[src/logic/fetch_timing_pkg.sv]
// Constants and types for the instruction fetch and execute timing block
package fetch_timing_pkg;

    // ********************************************************************
    // Clock and widths
    // ********************************************************************
    localparam int CLK_PERIOD_NS  = 50;
    localparam int PC_W           = 12;
    localparam int WORD_W         = 16;
    localparam int DATA_W         = 8;
    localparam int HOLD_W         = 20;
    localparam int QUAL_W         = 13;
    localparam int WAIT_W         = 11;

    // ********************************************************************
    // Reset values
    // ********************************************************************
    localparam logic [11:0] PC_RESET    = 12'h000;
    localparam logic [3:0]  PHASE_IDLE  = 4'h0;
    localparam logic [3:0]  PHASE_FIRST = 4'h1;

    // ********************************************************************
    // Times in their own units
    // ********************************************************************
    localparam int HOLDOFF_LONG_MS    = 50;
    localparam int HOLDOFF_SHORT_NS   = 16_700_000;
    localparam int LOWV_RST_QUAL_US   = 240;
    localparam int LOWV_DET_QUAL_US   = 45;
    localparam int SWRST_QUAL_US      = 90;
    localparam int STARTUP_FAST_TSYS  = 1024;
    localparam int STARTUP_SLOW_TSYS  = 2;
    localparam int WAKE_RUN_TSYS      = 2;

    // ********************************************************************
    // Times in clock cycles
    // ********************************************************************
    localparam int HOLDOFF_LONG_CYC  = HOLDOFF_LONG_MS * 1_000_000 / CLK_PERIOD_NS;
    localparam int HOLDOFF_SHORT_CYC = HOLDOFF_SHORT_NS / CLK_PERIOD_NS;
    localparam int LOWV_RST_QUAL_CYC = LOWV_RST_QUAL_US * 1000 / CLK_PERIOD_NS;
    localparam int LOWV_DET_QUAL_CYC = LOWV_DET_QUAL_US * 1000 / CLK_PERIOD_NS;
    localparam int SWRST_QUAL_CYC    = SWRST_QUAL_US * 1000 / CLK_PERIOD_NS;

    // ********************************************************************
    // Types
    // ********************************************************************
    typedef enum logic [1:0] {
        ST_HOLDOFF = 2'b00,
        ST_WAIT    = 2'b01,
        ST_RUN     = 2'b10,
        ST_HALT    = 2'b11
    } run_state_t;

    typedef enum logic [3:0] {
        ALU_ADD  = 4'h0,
        ALU_ADC  = 4'h1,
        ALU_SUB  = 4'h2,
        ALU_AND  = 4'h3,
        ALU_OR   = 4'h4,
        ALU_XOR  = 4'h5,
        ALU_CPL  = 4'h6,
        ALU_RR   = 4'h7,
        ALU_RL   = 4'h8,
        ALU_RRC  = 4'h9,
        ALU_RLC  = 4'hA,
        ALU_INC  = 4'hB,
        ALU_DEC  = 4'hC,
        ALU_LOAD = 4'hD
    } alu_op_t;

endpackage : fetch_timing_pkg

[src/logic/mcu_fetch_execute_timing.sv]
// Instruction phase, pipeline, start-up and reset hold-off control
`timescale 1ns/100ps

// Behaviour
// RULE1: Four one-hot non-overlapping phases rotate, and one full rotation is one instruction cycle.
// RULE2: At the start of the first phase the program counter advances and that phase fetches the word.
// RULE3: Decode and execution of an instruction fall in phases two to four of its cycle.
// RULE4: The next fetch overlaps the current execution, giving one instruction per cycle.
// RULE5: An instruction that loads the program counter costs one extra cycle, two in total.
// RULE6: A branch takes its target in its first cycle, drops the prefetched word and fetches the target next.
// RULE7: Arithmetic, logic, rotate, step and decision operations use an 8-bit unit on the accumulator.
// RULE8: After a stopped-clock halt or slow-to-normal switch wait 1024 periods on fast, 2 on slow oscillator.
// RULE9: Waking from halt with the clock running waits two periods before resuming.
// RULE10: Power-on, low-voltage and software resets hold execution off for 50 ms.
// RULE11: Any other reset holds execution off for 16.7 ms.
// RULE12: A low supply causes a low-voltage reset only after persisting 240 us.
// RULE13: A low supply raises the low-voltage detect interrupt after persisting 45 us.
// RULE14: A software reset request takes effect after 90 us.
// RULE15: After any reset the program counter is zero and execution starts there.
// RULE16: Phases restart at the first phase whenever a hold-off or start-up wait ends.
module mcu_fetch_execute_timing #(
    parameter int HOLDOFF_LONG_CYC  = fetch_timing_pkg::HOLDOFF_LONG_CYC,
    parameter int HOLDOFF_SHORT_CYC = fetch_timing_pkg::HOLDOFF_SHORT_CYC,
    parameter int LOWV_RST_QUAL_CYC = fetch_timing_pkg::LOWV_RST_QUAL_CYC
) (
    input  wire logic                                clk_in,
    input  wire logic                                nrst_in,
    input  wire logic                                osc_slow_sel_in,
    input  wire logic                                halt_in,
    input  wire logic                                wake_in,
    input  wire logic                                clk_stop_in,
    input  wire logic                                slow_to_normal_in,
    input  wire logic                                branch_in,
    input  wire logic [fetch_timing_pkg::PC_W-1:0]   branch_target_in,
    input  wire logic [fetch_timing_pkg::WORD_W-1:0] instr_word_in,
    input  wire logic                                alu_en_in,
    input  wire fetch_timing_pkg::alu_op_t           alu_op_in,
    input  wire logic [fetch_timing_pkg::DATA_W-1:0] operand_in,
    input  wire logic                                low_supply_in,
    input  wire logic                                ext_rst_n_in,
    input  wire logic                                sw_reset_req_in,
    output logic      [3:0]                          instruction_phase_clocks_out,
    output logic                                     fetch_strobe_out,
    output logic      [fetch_timing_pkg::PC_W-1:0]   fetch_addr_out,
    output logic      [fetch_timing_pkg::WORD_W-1:0] exec_word_out,
    output logic                                     exec_valid_out,
    output logic                                     flush_out,
    output logic      [fetch_timing_pkg::DATA_W-1:0] acc_out,
    output logic                                     carry_out,
    output logic                                     zero_out,
    output logic                                     low_voltage_detect_irq_out
);
    import fetch_timing_pkg::*;

    // ********************************************************************
    // Declarations
    // ********************************************************************
    run_state_t          state_ff;
    logic [3:0]          phase_ff;
    logic [PC_W-1:0]     pc_ff;
    logic [PC_W-1:0]     fetch_addr_ff;
    logic [WORD_W-1:0]   fetch_word_ff;
    logic                fetch_valid_ff;
    logic [WORD_W-1:0]   exec_word_ff;
    logic                exec_valid_ff;
    logic                flush_ff;
    logic [DATA_W-1:0]   acc_ff;
    logic                carry_ff;
    logic                zero_ff;
    logic [HOLD_W-1:0]   hold_cnt_ff;
    logic [WAIT_W-1:0]   wait_cnt_ff;
    logic [2:0]          low_sync_ff;
    logic [2:0]          ext_sync_ff;
    logic                low_lvl_ff;
    logic                ext_lvl_ff;
    logic [QUAL_W-1:0]   low_cnt_ff;
    logic [QUAL_W-1:0]   sw_cnt_ff;
    logic                sw_pend_ff;
    logic                lowv_det_irq_ff;
    logic [DATA_W:0]     nxt_alu;
    logic                lowv_rst_hit;
    logic                sw_hit;
    logic                long_rst;
    logic                short_rst;
    logic                start_run;
    logic                br_now;
    logic                pause;
    logic                boundary;
    logic                advance;

    // ********************************************************************
    // Helpers
    // ********************************************************************
    function automatic logic [DATA_W:0] alu_calc(alu_op_t op, logic [DATA_W-1:0] a,
                                                 logic [DATA_W-1:0] b, logic c);
        unique case (op)
            ALU_ADD:  alu_calc = {1'b0, a} + {1'b0, b};
            ALU_ADC:  alu_calc = {1'b0, a} + {1'b0, b} + {8'h00, c};
            ALU_SUB:  alu_calc = {1'b0, a} + {1'b0, ~b} + 9'h001;
            ALU_AND:  alu_calc = {c, a & b};
            ALU_OR:   alu_calc = {c, a | b};
            ALU_XOR:  alu_calc = {c, a ^ b};
            ALU_CPL:  alu_calc = {c, ~a};
            ALU_RR:   alu_calc = {c, a[0], a[7:1]};
            ALU_RL:   alu_calc = {c, a[6:0], a[7]};
            ALU_RRC:  alu_calc = {a[0], c, a[7:1]};
            ALU_RLC:  alu_calc = {a[7], a[6:0], c};
            ALU_INC:  alu_calc = {c, a + 8'h01};
            ALU_DEC:  alu_calc = {c, a - 8'h01};
            ALU_LOAD: alu_calc = {c, b};
            default:  alu_calc = {c, a};
        endcase
    endfunction : alu_calc

    function automatic logic [WAIT_W-1:0] startup_count(logic stopped, logic slow);
        if (!stopped) begin
            startup_count = WAIT_W'(WAKE_RUN_TSYS - 1);
        end else if (slow) begin
            startup_count = WAIT_W'(STARTUP_SLOW_TSYS - 1);
        end else begin
            startup_count = WAIT_W'(STARTUP_FAST_TSYS - 1);
        end
    endfunction : startup_count

    // ********************************************************************
    // Reset sources and qualification
    // ********************************************************************
    assign lowv_rst_hit = low_lvl_ff && (low_cnt_ff == QUAL_W'(LOWV_RST_QUAL_CYC - 1)); // [RULE12]
    assign sw_hit       = sw_pend_ff && (sw_cnt_ff == QUAL_W'(SWRST_QUAL_CYC - 1)); // [RULE14]
    assign long_rst     = lowv_rst_hit || sw_hit;
    assign short_rst    = !ext_lvl_ff;

    always_ff @(posedge clk_in) begin
        if (!nrst_in) begin
            low_sync_ff <= 3'h0;
            ext_sync_ff <= 3'h7;
            low_lvl_ff  <= 1'b0;
            ext_lvl_ff  <= 1'b1;
        end else begin
            low_sync_ff <= {low_sync_ff[1:0], low_supply_in};
            ext_sync_ff <= {ext_sync_ff[1:0], ext_rst_n_in};
            if (low_sync_ff[1] == low_sync_ff[2]) begin
                low_lvl_ff <= low_sync_ff[2];
            end
            if (ext_sync_ff[1] == ext_sync_ff[2]) begin
                ext_lvl_ff <= ext_sync_ff[2];
            end
        end
    end

    always_ff @(posedge clk_in) begin
        if (!nrst_in || !low_lvl_ff) begin
            low_cnt_ff      <= '0;
            lowv_det_irq_ff <= 1'b0;
        end else begin
            if (!lowv_rst_hit) begin
                low_cnt_ff <= low_cnt_ff + 13'h0001;
            end
            lowv_det_irq_ff <= (low_cnt_ff == QUAL_W'(LOWV_DET_QUAL_CYC - 1)); // [RULE13]
        end
    end

    always_ff @(posedge clk_in) begin
        if (!nrst_in) begin
            sw_pend_ff <= 1'b0;
            sw_cnt_ff  <= '0;
        end else if (sw_reset_req_in) begin
            sw_pend_ff <= 1'b1;
            sw_cnt_ff  <= (sw_pend_ff && !sw_hit) ? sw_cnt_ff + 13'h0001 : '0;
        end else if (sw_hit) begin
            sw_pend_ff <= 1'b0;
            sw_cnt_ff  <= '0;
        end else if (sw_pend_ff) begin
            sw_cnt_ff  <= sw_cnt_ff + 13'h0001;
        end
    end

    // ********************************************************************
    // Run state, hold-off and start-up waits
    // ********************************************************************
    assign start_run = !long_rst && !short_rst &&
                       (((state_ff == ST_HOLDOFF) && (hold_cnt_ff == '0)) ||
                        ((state_ff == ST_WAIT) && (wait_cnt_ff == '0)));
    assign br_now    = (state_ff == ST_RUN) && phase_ff[3] && exec_valid_ff && branch_in;
    assign pause     = (state_ff == ST_RUN) && phase_ff[3] && !br_now &&
                       (halt_in || slow_to_normal_in);
    assign boundary  = (state_ff == ST_RUN) && phase_ff[3] && !pause;
    assign advance   = boundary || start_run;

    always_ff @(posedge clk_in) begin
        if (!nrst_in || long_rst) begin
            state_ff    <= ST_HOLDOFF;
            hold_cnt_ff <= HOLD_W'(HOLDOFF_LONG_CYC - 1); // [RULE10]
            wait_cnt_ff <= '0;
        end else if (short_rst) begin
            state_ff    <= ST_HOLDOFF;
            hold_cnt_ff <= HOLD_W'(HOLDOFF_SHORT_CYC - 1); // [RULE11]
        end else begin
            unique case (state_ff)
                ST_HOLDOFF: begin
                    if (hold_cnt_ff == '0) begin
                        state_ff <= ST_RUN;
                    end else begin
                        hold_cnt_ff <= hold_cnt_ff - 20'h00001;
                    end
                end
                ST_WAIT: begin
                    if (wait_cnt_ff == '0) begin
                        state_ff <= ST_RUN;
                    end else begin
                        wait_cnt_ff <= wait_cnt_ff - 11'h001;
                    end
                end
                ST_RUN: begin
                    if (pause && halt_in) begin
                        state_ff <= ST_HALT;
                    end else if (pause) begin
                        state_ff    <= ST_WAIT;
                        wait_cnt_ff <= startup_count(1'b1, 1'b0); // [RULE8]
                    end
                end
                ST_HALT: begin
                    if (wake_in) begin
                        state_ff    <= ST_WAIT;
                        wait_cnt_ff <= startup_count(clk_stop_in, osc_slow_sel_in); // [RULE8] [RULE9]
                    end
                end
            endcase
        end
    end

    // ********************************************************************
    // Phase generation
    // ********************************************************************
    always_ff @(posedge clk_in) begin
        if (!nrst_in || long_rst || short_rst) begin
            phase_ff <= PHASE_IDLE;
        end else if (start_run) begin
            phase_ff <= PHASE_FIRST; // [RULE16]
        end else if (pause) begin
            phase_ff <= PHASE_IDLE;
        end else if (state_ff == ST_RUN) begin
            phase_ff <= {phase_ff[2:0], phase_ff[3]}; // [RULE1]
        end
    end

    // ********************************************************************
    // Fetch and execute pipeline
    // ********************************************************************
    always_ff @(posedge clk_in) begin
        if (!nrst_in || long_rst || short_rst) begin
            pc_ff          <= PC_RESET; // [RULE15]
            fetch_addr_ff  <= PC_RESET;
            fetch_word_ff  <= '0;
            fetch_valid_ff <= 1'b0;
            exec_word_ff   <= '0;
            exec_valid_ff  <= 1'b0;
            flush_ff       <= 1'b0;
        end else if (advance && br_now) begin
            fetch_addr_ff  <= branch_target_in; // [RULE6]
            pc_ff          <= branch_target_in + 12'h001;
            fetch_valid_ff <= 1'b0;
            exec_valid_ff  <= 1'b0; // [RULE5]
            flush_ff       <= 1'b1;
        end else if (advance) begin
            fetch_addr_ff  <= pc_ff; // [RULE2]
            pc_ff          <= pc_ff + 12'h001;
            exec_word_ff   <= fetch_word_ff; // [RULE4]
            exec_valid_ff  <= fetch_valid_ff;
            fetch_valid_ff <= 1'b0;
            flush_ff       <= 1'b0;
        end else if (pause) begin
            exec_valid_ff  <= 1'b0;
            flush_ff       <= 1'b0;
        end else if ((state_ff == ST_RUN) && phase_ff[0]) begin
            fetch_word_ff  <= instr_word_in; // [RULE2]
            fetch_valid_ff <= 1'b1;
        end
    end

    // ********************************************************************
    // Arithmetic unit on the accumulator
    // ********************************************************************
    assign nxt_alu = alu_calc(alu_op_in, acc_ff, operand_in, carry_ff);

    always_ff @(posedge clk_in) begin
        if (!nrst_in || long_rst || short_rst) begin
            acc_ff   <= '0;
            carry_ff <= 1'b0;
            zero_ff  <= 1'b1;
        end else if ((state_ff == ST_RUN) && phase_ff[3] && exec_valid_ff && alu_en_in) begin
            acc_ff   <= nxt_alu[DATA_W-1:0]; // [RULE3] [RULE7]
            carry_ff <= nxt_alu[DATA_W];
            zero_ff  <= (nxt_alu[DATA_W-1:0] == 8'h00);
        end
    end

    // ********************************************************************
    // Outputs
    // ********************************************************************
    assign instruction_phase_clocks_out = phase_ff;
    assign fetch_strobe_out             = phase_ff[0];
    assign fetch_addr_out               = fetch_addr_ff;
    assign exec_word_out                = exec_word_ff;
    assign exec_valid_out               = exec_valid_ff;
    assign flush_out                    = flush_ff;
    assign acc_out                      = acc_ff;
    assign carry_out                    = carry_ff;
    assign zero_out                     = zero_ff;
    assign low_voltage_detect_irq_out   = lowv_det_irq_ff;
endmodule : mcu_fetch_execute_timing

[config.mk]
export PLATFORM = sky130hd
export DESIGN_NAME = mcu_fetch_execute_timing
export DESIGN_NICKNAME = d
export VERILOG_FILES = /design/src/logic/fetch_timing_pkg.sv /design/src/logic/mcu_fetch_execute_timing.sv
export SDC_FILE = /design/constraint.sdc
export NUM_CORES = 1
export LEC_CHECK = 0
export BUFFER_PORTS_ARGS = -buffer_cell sky130_fd_sc_hd__clkbuf_2
export CAP_MARGIN = 30
export CORE_ASPECT_RATIO = 1.5
export CORE_UTILIZATION = 30
export DETAILED_ROUTE_END_ITERATION = 16
export GPL_TIMING_DRIVEN = 0
export HOLD_SLACK_MARGIN = 0.02
export PLACE_DENSITY = 0.54
export SLEW_MARGIN = 20
export SYNTH_ARGS = -nofsm -noshare
export SYNTH_HDL_FRONTEND = slang
export SYNTH_SLANG_ARGS = --single-unit
[constraint.sdc]
create_clock -name clk_in -period 3 [get_ports clk_in]
set_input_delay 0 -clock clk_in [delete_from_list [all_inputs] [get_ports clk_in]]
set_output_delay 0 -clock clk_in [all_outputs]
set_load 0.01 [all_outputs]
==> impl_metrics.csv <==
group,metric,value,unit
outcome,outcome,"finished with violations",
outcome,failed_checks,"setup timing",
cts,cts_buffers,17,
logic_synthesis,syn_nets,1212,
global_route,grt_overflow_total,0,
die,io_pins,98,
layout,synthToLayoutAreaGrowth,27.70,%
die,rows,75,
placement,dp_hpwl,20970,um
cts,worstSkewPairLatency,430,ps
setup_path,critPathMostFrequentCell,"and2_4",
logic_synthesis,yosys.area.top_type_share,33.21,%
routing,via_per_inst,5.392,
timing,clock_skew,11.83,ps
cts,ctsRootBufferMaster,"clkbuf_16",
setup_path,startpoint_type,"register",
placement,dp_slack,-995.9,ps
setup_path,slowest_stage,"fa_2",
logic_synthesis,ys_seq_area_share,33.21,%
layout,final_common_cell,"nand2_1",
routing,vias,8891,
timing,worst_slew_pin_slew,910.0,ps
timing,fin_tns_setup,-70.81,ps
die,start_util,30.61,%
die,die_area,0.02922,mm2
timing,setup_viol,1,
setup_path,cpPeakStageDelay,580,ps
layout,antennaDiodeCount,0,
setup_path,crit_type,"register to register",
die,fp.dieW,139.9,um
layout,instances_no_fill,1649,
run,maxCapViolations,0,
routing,firstDrtPassIters,5,
layout,final_cell_mix,"nand2_1 (165), dfxtp_1 (133), a21oi_1 (102), clkbuf_2 (101), nor2_1 (101)",
placement,place_congestion,0.9441,
pwr,p_leak,0.004270,uW
timing,fin_ws,-70.81,ps
global_route,grt_pass1_vias,8612,
setup_path,cp.required,3360,ps
setup_path,critical_path.cell_chain,"ha_4 -> fa_2 -> and2_4 -> and3_1 -> xnor3_1 -> and2_4 -> o32ai_2 -> nand4_1 -> or4b_4 -> o21ai_2",
timing,timing.fmax,0.3256,GHz
logic_synthesis,ys_seq_elements,142,
die,core,0.02796,mm2
cts,htree_levels,4,
setup_path,cp_top_family,"simple AND/OR/NAND/NOR gates",
cts,cts_num_sinks,142,
global_route,antenna_found_initial,0,
placement,portBuffers,97,
cts,clk_pin_slew,60,ps
logic_synthesis,yosysTopAreaCell,"dfxtp_1",
layout,final_nets,1383,
routing,routed_wl,28480,um
timing,period_needed,3071,ps
pwr,p_per_area,410.0,mW/mm2
routing,antenna_left,0,
logic_synthesis,synthTopCellsByArea,"dfxtp_1 (33%), nand2_1 (7.2%), a21oi_1 (6.1%)",
logic_synthesis,async_reset_ff_share,0,%
setup_path,cp_num_buf_inv,0,
timing,finalHoldViolCount,0,
setup_path,critPathArrivalTime,3430,ps
logic_synthesis,synth_cells,1119,
global_route,grtUsageTotal,19.50,%
logic_synthesis,synth_cell_type_count,75,
cts,clock_path_buffers,2,
setup_path,cp_max_fo,7,
global_route,grt_first_pass_wirelength,44970,um
timing,rsz0062_at_grt,"true",
routing,dr.first_iter.drc_count,463,
routing,routedWlPerCell,17.27,um
cts,tritoncts,"done",
logic_synthesis,avgSynthCellArea,7.649,um2
pwr,vdd_ir_drop_max,0.4022,mV
global_route,grt_start_max_net_pins,17,
logic_synthesis,synth_area,0.008559,mm2
logic_synthesis,synth_edf_count,0,
logic_synthesis,yosys_warnings,0,
placement,dp.cells,1563,
routing,drc,0,
logic_synthesis,synth_ff_type,"dfxtp_1",
layout,drive_above_1_share,18.96,%
setup_path,worst_setup_path_end_kind,"register",
timing,final_max_slew_viol_count,0,
timing,post-route-period-util,102.4,%
die,die_h,208.9,um
timing,max-slew-margin-rel,38.69,%
worst_hold_path,hold_path.class,"input pin to register",
[report_power, final]
part	switching [uW]	internal, uW	total (uW)
clock network	841	1330	2170
registers	7.34	1890	1900
logic	244	170	414
[synthesized netlist by cell type (all sizes together) (3+ instances only)]
library cell	instances
o221a	7
nand2b	10
a221oi	7
a211oi	12
nor2b	9
fa	3
inv	40
o21a	5
or3	9
nor2	103
or4	6
nor3	26
a2111oi	4
buf	14
mux2i	14
a21boi	6
a32oi	4
nand3	56
ha	38
nand3b	3
and3b	3
xnor2	26
o21bai	8
clkbuf	51
mux2	5
nand2	165
o22ai	3
nor4	5
nor4b	5
and2	23
nand4	11
a32o	6
nor3b	5
o21ai	72
a21oi	104
o2111ai	3
a22oi	6
xor2	19
a21o	5
a31oi	9
o211ai	8
and3	24
dfxtp	142
or2	3
[cells by family after synthesis]
family	Yosys count	share of synthesized area (%)
AND/OR/NAND/NOR	472	26.34
buffers and inverters	105	5.028
multiplexers	20	2.558
adder cells (fa/ha/maj)	41	6.256
flip-flops	142	33.21
AO/OA/AOI/OAI	293	21.74
XOR/XNOR	46	4.868
[final timing paths]
kind	start	to	slack, ps	cells after the start
max reg2reg	acc_out[0]	zero_out	-70	10
min reg2reg	ext_sync_ff[0]	ext_sync_ff[1]	410	1
min	branch_target_in[7]	fetch_addr_out[7]	40	5
max	acc_out[0]	zero_out	-70	10
[registers in the layout, summed over array words and instances, names as in the netlist, 2 cells and up]
signal and flops:
acc_out 8, exec_word_out 16, ext_sync_ff 3, fetch_addr_out 12
fetch_word_ff 16, hold_cnt_ff 20, instruction_phase_clocks_out 4, low_cnt_ff 13
low_sync_ff 3, pc_ff 12, state_ff 2, sw_cnt_ff 13
wait_cnt_ff 11
[metrics by stage]
step / total power, uW / hold WS, ps / utilization [%] / cell area (um2)
after global placement: 2277 / 183.7 / 33.95 / 9493
after detailed placement: 2277 / 191.0 / 33.99 / 9504
after floorplan: 2142 / 73.04 / - / 8574
after CTS: 4524 / 25.99 / 38.50 / 10770
after global routing: 4648 / 59.33 / 39.09 / 10930
final: 4481 / 41.15 / 39.09 / 10930
[tightest hold or removal path, stage by stage]
cell and delay, ps:
clkbuf_2 120, nand2_1 90, nand3_1 80, o21ai_0 80
nor2_1 40
[layer usage]
metal / wire length, um / GRT usage (%)
met5: 0 / 0
met4: 1464 / 11.52
met3: 1030 / 2.796
met2: 14640 / 35.57
met1: 11350 / 21.24
[timing repair]
item                       4_1_cts  5_1_grt
hold endpoints to repair        39        0
resized for setup               55       42
buffers inserted                17        6
pin swaps                       17       13
setup endpoints to repair       27       29
hold buffers                    32        0
[cell type report]
cell class | count | area, um2
Fill cell | 2915 | 17030
Timing Repair Buffer | 154 | 992.2
Sequential cell | 142 | 2867
Inverter | 40 | 157.7
Clock buffer | 18 | 439.2
Clock inverter | 14 | 167.7
Tap cell | 346 | 432.9
Buffer | 63 | 314.1
Multi-Input combinational cell | 872 | 5560
Note: power is estimated with default switching activity, not from simulation.
